`src/hw/seq_status_pkg.sv`:
```
// package: constants, event and state carriers of the sequencer status register
package seq_status_pkg;

  localparam int ADDR_W = 32;
  localparam int DATA_W = 32;

  // register map
  localparam logic [ADDR_W-1:0] STATUS_ADDR = 32'h007f_e080;
  localparam logic [ADDR_W-1:0] CMD_AREA_ADDR = 32'h007f_e000;

  // field positions of the status word
  localparam int POS_RAM_SINGLE = 0;
  localparam int POS_RAM_DOUBLE = 1;
  localparam int POS_PROTECT = 6;
  localparam int POS_CORE = 7;
  localparam int POS_PROG_SUSP = 8;
  localparam int POS_ERASE_SUSP = 9;
  localparam int POS_BUF_FULL = 10;
  localparam int POS_SUSP_OK = 11;
  localparam int POS_PROG_ERR = 12;
  localparam int POS_ERASE_ERR = 13;
  localparam int POS_ILLEGAL = 14;
  localparam int POS_READY = 15;

  localparam logic [DATA_W-1:0] RESERVED_MASK = 32'hffff_003c;
  localparam logic [DATA_W-1:0] STATUS_RESET = 32'h0000_8000;

  // events and levels from the sequencer core, same clock
  typedef struct packed {
    logic cmd_accepted;       // command taken in, processing starts
    logic proc_done;          // command processing finished
    logic prog_suspended;     // program operation now suspended
    logic fstop_start;        // forced stop processing begins
    logic fstop_end;          // forced stop processing ended
    logic prog_susp_start;    // program suspend processing begins
    logic erase_susp_start;   // erase suspend processing begins
    logic resume_received;    // resume written to the command area
    logic status_clear_start; // status clear processing begins
    logic ram_single;         // corrected single-bit error in firmware ram
    logic ram_double;         // double-bit error in firmware ram
    logic protect_violation;  // overwrite protection violated
    logic core_fault;         // sequencer core processing error
    logic prog_fail;          // program operation failed
    logic erase_fail;         // erase operation failed
    logic illegal_cmd;        // illegal command or flash access
    logic buf_full;           // level: program data buffer full
    logic suspend_window;     // level: suspend command acceptable now
  } core_ev_t;

  typedef struct packed {
    logic seq_ready_flag;
    logic illegal_command_error;
    logic erase_error_flag;
    logic program_error_flag;
    logic suspend_accept_flag;
    logic write_buffer_full;
    logic erase_suspended_flag;
    logic program_suspended_flag;
    logic core_error_flag;
    logic overwrite_protect_error;
    logic fw_ram_double_error;
    logic fw_ram_single_corrected;
  } flags_t;

  typedef struct packed {
    flags_t f;
    logic locked;
    logic pready;
    logic pslverr;
    logic [DATA_W-1:0] prdata;
    logic wr_valid;
    logic [DATA_W-1:0] wr_data;
  } state_t;

  localparam flags_t FLAGS_RESET = '{seq_ready_flag: 1'b1, default: 1'b0};

endpackage

```
`src/hw/seq_status.sv`:
```
// sequencer status register with apb slave and command-area write stall
//////////////////////////////////////////////////////////////////////////////
// Function
// RL1 - reserved bits 31..16 and 5..2 always read as zero
// RL2 - after reset ready reads one, all other flags zero
// RL3 - bit 15 ready reads zero while any sequencer command executes
// RL4 - ready sets on completion, program suspension, or forced stop end
// RL5 - bit 0 sets on corrected firmware ram error; does not lock
// RL6 - bit 1 sets on firmware ram double error; locks while set
// RL7 - both firmware ram flags clear when forced stop begins
// RL8 - bit 6 sets on overwrite protection violation; locks while set
// RL9 - bit 7 sets on sequencer core error; locks while set
// RL10 - protection and core error flags clear when forced stop begins
// RL11 - software answers core or ram errors with forced stop and reload
// RL12 - bit 8 sets at program suspend start, holds while suspended
// RL13 - bit 9 sets at erase suspend start, holds while suspended
// RL14 - suspend flags clear on resume received or forced stop start
// RL15 - bit 10 shows whether the program data buffer is full
// RL16 - command area data writes wait while the buffer is full
// RL17 - bit 11 reads one only while a suspend command is acceptable
// RL18 - bits 12 and 13 report failed program and erase operations
// RL19 - bit 14 sets on illegal command or illegal flash access
// RL20 - error flags 12..14 clear on status clear or forced stop start
// RL21 - writes to the status register change no flag
//
// The implementer's own choice: register access over APB.
module seq_status (
  input wire logic pclk, // system clock, 25 MHz
  input wire logic presetn, // asynchronous reset, active low
  input wire logic psel, // apb select
  input wire logic penable, // apb access phase
  input wire logic pwrite, // apb direction, high for write
  input wire logic [seq_status_pkg::ADDR_W-1:0] paddr, // apb byte address
  input wire logic [seq_status_pkg::DATA_W-1:0] pwdata, // apb write data
  output logic [seq_status_pkg::DATA_W-1:0] prdata, // apb read data
  output logic pready, // apb transfer done
  output logic pslverr, // apb error, unmapped address or read of the command area
  input wire seq_status_pkg::core_ev_t ev, // events from sequencer core
  output logic command_locked, // sequencer is command-locked
  output logic seq_ready, // ready flag copy for the core
  output logic cmd_wr_valid, // one-cycle pulse: data write to command area
  output logic [seq_status_pkg::DATA_W-1:0] cmd_wr_data // data of that write
);
  import seq_status_pkg::*;

  state_t s;
  state_t next_s;

  function automatic logic [DATA_W-1:0] pack_status(input flags_t f);
    logic [DATA_W-1:0] w;
    w = '0; // reserved bits stay zero RL1
    w[POS_RAM_SINGLE] = f.fw_ram_single_corrected;
    w[POS_RAM_DOUBLE] = f.fw_ram_double_error;
    w[POS_PROTECT] = f.overwrite_protect_error;
    w[POS_CORE] = f.core_error_flag;
    w[POS_PROG_SUSP] = f.program_suspended_flag;
    w[POS_ERASE_SUSP] = f.erase_suspended_flag;
    w[POS_BUF_FULL] = f.write_buffer_full;
    w[POS_SUSP_OK] = f.suspend_accept_flag;
    w[POS_PROG_ERR] = f.program_error_flag;
    w[POS_ERASE_ERR] = f.erase_error_flag;
    w[POS_ILLEGAL] = f.illegal_command_error;
    w[POS_READY] = f.seq_ready_flag;
    return w;
  endfunction

  // a flag that hardware sets keeps the set when a clear lands in the same cycle
  function automatic logic sticky(input logic cur, input logic set, input logic clr);
    return set | (cur & ~clr);
  endfunction

  //////////////////////////////////////////////////////////////////////////////
  // next state

  logic access;
  logic hit_status;
  logic hit_cmd;
  logic stall;
  logic err_clear;

  always_comb begin
    next_s = s;
    access = psel & penable & ~s.pready;
    hit_status = (paddr == STATUS_ADDR);
    hit_cmd = (paddr == CMD_AREA_ADDR);
    // program data must not overrun the buffer, so the bus waits instead
    stall = pwrite & hit_cmd & s.f.write_buffer_full; // RL16
    err_clear = ev.status_clear_start | ev.fstop_start;

    next_s.pready = 1'b0;
    next_s.pslverr = 1'b0;
    next_s.prdata = '0;
    next_s.wr_valid = 1'b0;
    if (access && !stall) begin
      next_s.pready = 1'b1;
      if (!hit_status && !(hit_cmd && pwrite)) begin
        next_s.pslverr = 1'b1;
      end
      if (!pwrite && hit_status) begin
        next_s.prdata = pack_status(s.f); // RL1
      end
      if (pwrite && hit_cmd) begin
        next_s.wr_valid = 1'b1;
        next_s.wr_data = pwdata;
      end
      // a write to the status address itself is accepted and dropped RL21
    end

    next_s.f.seq_ready_flag = sticky(s.f.seq_ready_flag,
      ev.proc_done | ev.prog_suspended | ev.fstop_end, ev.cmd_accepted); // RL3 RL4
    next_s.f.fw_ram_single_corrected = sticky(s.f.fw_ram_single_corrected,
      ev.ram_single, ev.fstop_start); // RL5 RL7
    next_s.f.fw_ram_double_error = sticky(s.f.fw_ram_double_error,
      ev.ram_double, ev.fstop_start); // RL6 RL7
    next_s.f.overwrite_protect_error = sticky(s.f.overwrite_protect_error,
      ev.protect_violation, ev.fstop_start); // RL8 RL10
    next_s.f.core_error_flag = sticky(s.f.core_error_flag,
      ev.core_fault, ev.fstop_start); // RL9 RL10
    next_s.f.program_suspended_flag = sticky(s.f.program_suspended_flag,
      ev.prog_susp_start, ev.resume_received | ev.fstop_start); // RL12 RL14
    next_s.f.erase_suspended_flag = sticky(s.f.erase_suspended_flag,
      ev.erase_susp_start, ev.resume_received | ev.fstop_start); // RL13 RL14
    next_s.f.write_buffer_full = ev.buf_full; // RL15
    next_s.f.suspend_accept_flag = ev.suspend_window; // RL17
    next_s.f.program_error_flag = sticky(s.f.program_error_flag,
      ev.prog_fail, err_clear); // RL18 RL20
    next_s.f.erase_error_flag = sticky(s.f.erase_error_flag,
      ev.erase_fail, err_clear); // RL18 RL20
    next_s.f.illegal_command_error = sticky(s.f.illegal_command_error,
      ev.illegal_cmd, err_clear); // RL19 RL20

    // the single-bit monitor is left out: a corrected error needs no lock
    next_s.locked = next_s.f.fw_ram_double_error | next_s.f.overwrite_protect_error
      | next_s.f.core_error_flag | next_s.f.program_error_flag
      | next_s.f.erase_error_flag | next_s.f.illegal_command_error; // RL5 RL6 RL8 RL9
  end

  //////////////////////////////////////////////////////////////////////////////
  // state register

  always_ff @(posedge pclk or negedge presetn) begin
    if (!presetn) begin
      s <= '{f: FLAGS_RESET, default: '0}; // RL2
    end else begin
      s <= next_s;
    end
  end

  assign prdata = s.prdata;
  assign pready = s.pready;
  assign pslverr = s.pslverr;
  assign command_locked = s.locked;
  assign seq_ready = s.f.seq_ready_flag;
  assign cmd_wr_valid = s.wr_valid;
  assign cmd_wr_data = s.wr_data;

  logic no_ready_set;
  logic no_err_set;
  logic no_fatal_set;
  assign no_ready_set = ~(ev.proc_done | ev.prog_suspended | ev.fstop_end);
  assign no_err_set = ~(ev.prog_fail | ev.erase_fail | ev.illegal_cmd);
  assign no_fatal_set = ~(ev.ram_single | ev.ram_double | ev.protect_violation
    | ev.core_fault | ev.prog_susp_start | ev.erase_susp_start);
endmodule

```
`config.mk`:
```
export PLATFORM = sky130hd
export DESIGN_NAME = seq_status
export DESIGN_NICKNAME = d
export VERILOG_FILES = /design/src/hw/seq_status_pkg.sv /design/src/hw/seq_status.sv
export SDC_FILE = /design/constraint.sdc
export NUM_CORES = 1
export LEC_CHECK = 0
export CAP_MARGIN = 40
export CORE_ASPECT_RATIO = 0.5
export CORE_MARGIN = 2
export CORE_UTILIZATION = 44
export DETAILED_ROUTE_END_ITERATION = 10
export DONT_BUFFER_PORTS = 1
export GPL_TIMING_DRIVEN = 0
export SLEW_MARGIN = 20
export SYNTH_ARGS = -nofsm -noshare
export SYNTH_HDL_FRONTEND = slang
export SYNTH_SLANG_ARGS = --single-unit
```
`constraint.sdc`:
```
create_clock -name pclk -period 1.7 [get_ports pclk]
set_input_delay 0.085 -clock pclk [delete_from_list [all_inputs] [get_ports pclk]]
set_output_delay 0.085 -clock pclk [all_outputs]
set_load 0.02 [all_outputs]
```
==> After elaboration in Yosys (flattened, before gate mapping) <==
Cells that the tools add are included.
{ "totals": {"input_bits": 87, "output_inout_bits": 69, "wordCells": 71, "register_bits": 80} }
{ "classes": {"muxes": 4, "eq_ne": 2, "reduce_logical": 9, "bitwise_logic": 38} }
{ "op_table": {"columns": ["op", "n"], "rows": [
  ["$mux 67", 1],
  ["$eq 32x23->1 const B", 2],
  ["$mux 33", 1],
  ["$or 1x1->1", 19],
  ["$mux 16", 1],
  ["$and 1x1->1", 14],
  ["$not 1->1", 5],
  ["$logic_and 1x1->1", 4],
  ["$logic_not 1->1", 4],
  ["$reduce_and 2->1", 1],
  ["$mux 1", 1]
]} }

==> Depth between registers and ports, before layout <==
{ "depth": {"depth_word": 8, "ltp_mapped": 5, "mapped_depth_nobuf": 4} }

==> Worst setup path before layout <==
Ideal clock, no wire load.
{ "synth_timing": {"path_type": "register to register", "startpoint": "register s, in the netlist pready", "endpoint": "register s, in the netlist cmd_wr_data[0]", "required_ps": 1575, "stages_incl_launch_ff": 5, "arrival_ps": 1689, "n_path_buf": 1, "setup_time_ps": 125, "period_less_slack_ps": 1814, "path_slack_ps": -114, "cell_sequence": "dfrtp_1 -> nand3b_1 -> nor4_4 -> buf_6 -> mux2_2"} }
{ "synth_between": {"elab_chain_cells": 4} }
{ "synth_rtl": {"columns": ["item", "line", "text"], "rows": [
  ["start: declaration", "seq_status.sv:46", "state_t s;"],
  ["start signal: assignment", "seq_status.sv:145", "s <= next_s;"],
  ["$not 1->1", "seq_status.sv:83", "access = psel & penable & ~s.pready;"],
  ["$and 1x1->1", "seq_status.sv:83", null],
  ["$logic_and 1x1->1", "seq_status.sv:94", "if (access && !stall) begin"],
  ["$reduce_and 2->1 (no line)", null, null]
]} }
No other way between the ends.
A chain may end at the register's enable or synchronous reset.

==> Worst setup path after layout <==
{ "layout_timing": {"startpoint": "register s, in the netlist pready", "endpoint": "register s, in the netlist cmd_wr_data[26]"} }
Same word-level chain as after synthesis.

==> results.toml <==
[setup_path]
cp-start-kind = "flip-flop"
rrSetupSlack_ns = 0.02
critPathKind = "flip-flop to flip-flop"
required_ns = 1.89
reg2reg_depth = 5
arrival_ns = 1.87
r2r_start = "pready"
critPathMaxFanout = 10
timing.rr.end = "cmd_wr_data[26]"
end_kind = "flip-flop"

[floorplanning]
core_region_area_sq_um = 6031
num_io_pins = 156
start_util = 0.4515
die-area_sq_um = 6871
row_count = 20
die_w_microns = 115.2
chipHeight_microns = 59.63

[sta]
setup_violations = 0
hold_viol_final = 0
fin_tns_setup_ns = 0
fin_skew_ns = 0.003989
rsz0062_at_grt = "yes"
max_freq_mhz = 595.5
fin_crit_sh = 0.9878
min_period_ns = 1.679
slew_violations = 0

[grt]
gr-total-overflow = 0
grt_usage = 0.1631
grt_max_degree = 61
grt_pass1_wl_mm = 8.293
grt_pass1_vias = 1764
antenna_found_initial = 0

[synth]
ys.flop_type = "dfrtp_1"
async_flop_share = 1.000
ys_ff_latch = 60
synth_cell_types = 26
seq_area_frac_synth = 0.5519
synth_area_sq_um = 2723
synth_edf_count = 0
avgSynthCellArea_sq_um = 12.84
syn-instance-count = 212
yosys_warnings = 0

[finish]
num_antenna_cells = 0
syn_to_final_growth_pct = 45.17
fin_util = 0.6554
fin_cells = 393
layout_commonest_cell = "buf_4"
mostFrequentLayoutCells = "buf_4 (69), dfrtp_1 (58), dlygate4sd3_1 (49), conb_1 (20), mux2_2 (17)"
layout.nets = 387
drive_gt1_frac = 0.4164

[route]
drt_iter0_drc = 48
vias_per_cell = 4.394
vias = 1727
dr.pass1.iters = 4
antenna_left = 0
drc = 0
wl_per_cell_microns = 14.06
routed_wl_mm = 5.525

[clocking]
cts_buffers = 9
cts.sinks = 60
cts_tree = "done"
clock_latency_ns = 0.31
root_buffer = "clkbuf_16"
cts_buffer_depth = 2
clk_pin_slew_ns = 0.05
htree_levels = 3

[min_path]
min_path_type = "input pin to flip-flop"
min-delay-start = "ev[10]"
hold_depth = 2
holdPathEnd = "s[73]"

[placed_design]
io_buffers = 0
gp_congestion = 0.6927
place_inst = 319
hpwl_mm = 3.491

[power]
power_density_nw_per_um2 = 961.3
ir_drop_v = 0.0004422
total_power_mw = 3.800
p_leak_nw = 2.042

[outcome]
status = "completed"

[run]
maxCapViolations = 0
-- cell families (layout without fill, tap and decap cells) --
| logic type | count (synthesis) | in the layout | share of synthesized area |
|---|---|---|---|
| buffers and inverters | 70 | 144 | 0.1930 |
| AOI/OAI and AO/OA | 12 | 12 | 0.03079 |
| muxes | 32 | 32 | 0.1324 |
| DFF | 60 | 60 | 0.5519 |
| other | 1 | 20 | 0.001377 |
| and+or+nand+nor | 37 | 37 | 0.09053 |
-- final cells by class --
cell class	count	area (sq um)
Buffer	68	536.8
Multi-Input combinational cell	101	835.8
Fill cell	447	2078
Clock inverter	4	95.09
Sequential cell	60	1504
Tap cell	88	110.1
Inverter	2	7.507
Clock buffer	12	256.5
Timing Repair Buffer	58	606.8
-- registers in the layout, indices dropped and copies added, names as in the netlist --
register,count
pready,1
command_locked,1
seq_ready,1
prdata,12
cmd_wr_data,32
s,11
pslverr,1
cmd_wr_valid,1
-- Yosys cell counts, types with 2 or more instances --
cell type | count | area (sq um)
a21o_1 | 9 | 67.56
buf_4 | 64 | 480.5
mux2_2 | 29 | 326.6
and2_1 | 12 | 75.07
and4b_1 | 3 | 30.03
nor2_1 | 3 | 11.26
nand2b_1 | 2 | 12.51
mux2_1 | 3 | 33.78
nand4_1 | 2 | 12.51
nor4_1 | 5 | 31.28
dfrtp_1 | 59 | 1476
buf_6 | 3 | 33.78
inv_1 | 2 | 7.510
nor3_1 | 4 | 20.02
-- power breakdown --
group / switching, mW / total, mW / internal (mW)
Sequential: 0.0145 / 1.47 / 1.45
Clock: 0.573 / 2.08 / 1.51
Combinational: 0.112 / 0.253 / 0.141
Total: 0.700 / 3.80 / 3.10
-- stage by stage --
stage | worst slack, ns | area (sq um) | hold WS [ns]
final | 0.02082 | 3953 | 0.01765
after detailed placement | -0.2648 | 2904 | -0.2098
after CTS | -0.1233 | 3906 | -0.07608
after global placement | -0.1837 | 2904 | -0.2094
after global routing | -0.02437 | 3953 | 0.008133
after floorplan | 0.02564 | 2794 | -0.2106
-- per-layer routing --
layer / vias up / global-route usage / routed length [microns]
met5: - / 0 / 0
met4: 0 / 0.07401 / 110
met3: 11 / 0.05215 / 351
met2: 76 / 0.2950 / 2901
met1: 829 / 0.1799 / 2162
li1: 811 / - / -
-- worst max path at each step --
| stage | startpoint | to | slack [ns] | cells past startpoint |
|---|---|---|---|---|
| detailed placement | pready | prdata[0] | -0.26 | 4 |
| global placement | pready | prdata[1] | -0.18 | 4 |
| global route | pready | cmd_wr_data[26] | -0.02 | 5 |
| CTS | pready | cmd_wr_data[6] | -0.12 | 5 |
| finish | pready | cmd_wr_data[26] | 0.02 | 5 |
| floorplan | pready | cmd_wr_data[0] | 0.03 | 4 |
-- worst max-delay path, cell delays in order, from the launching register on --
cell and delay [ns]:
dfrtp_2 0.45, nand3b_1 0.24, nor4_4 0.18, buf_6 0.19, buf_8 0.15, mux2_2 0.34
-- repair_timing --
action                                  CTS  global route
pin swaps                                 1             2
endpoints found under the setup margin   42            42
setup buffers                             5             1
cloned                                    1             0
endpoints found under the hold margin   107             1
hold buffers                             50             1
resized for setup                        20             7
(Power assumes the default switching activity.)
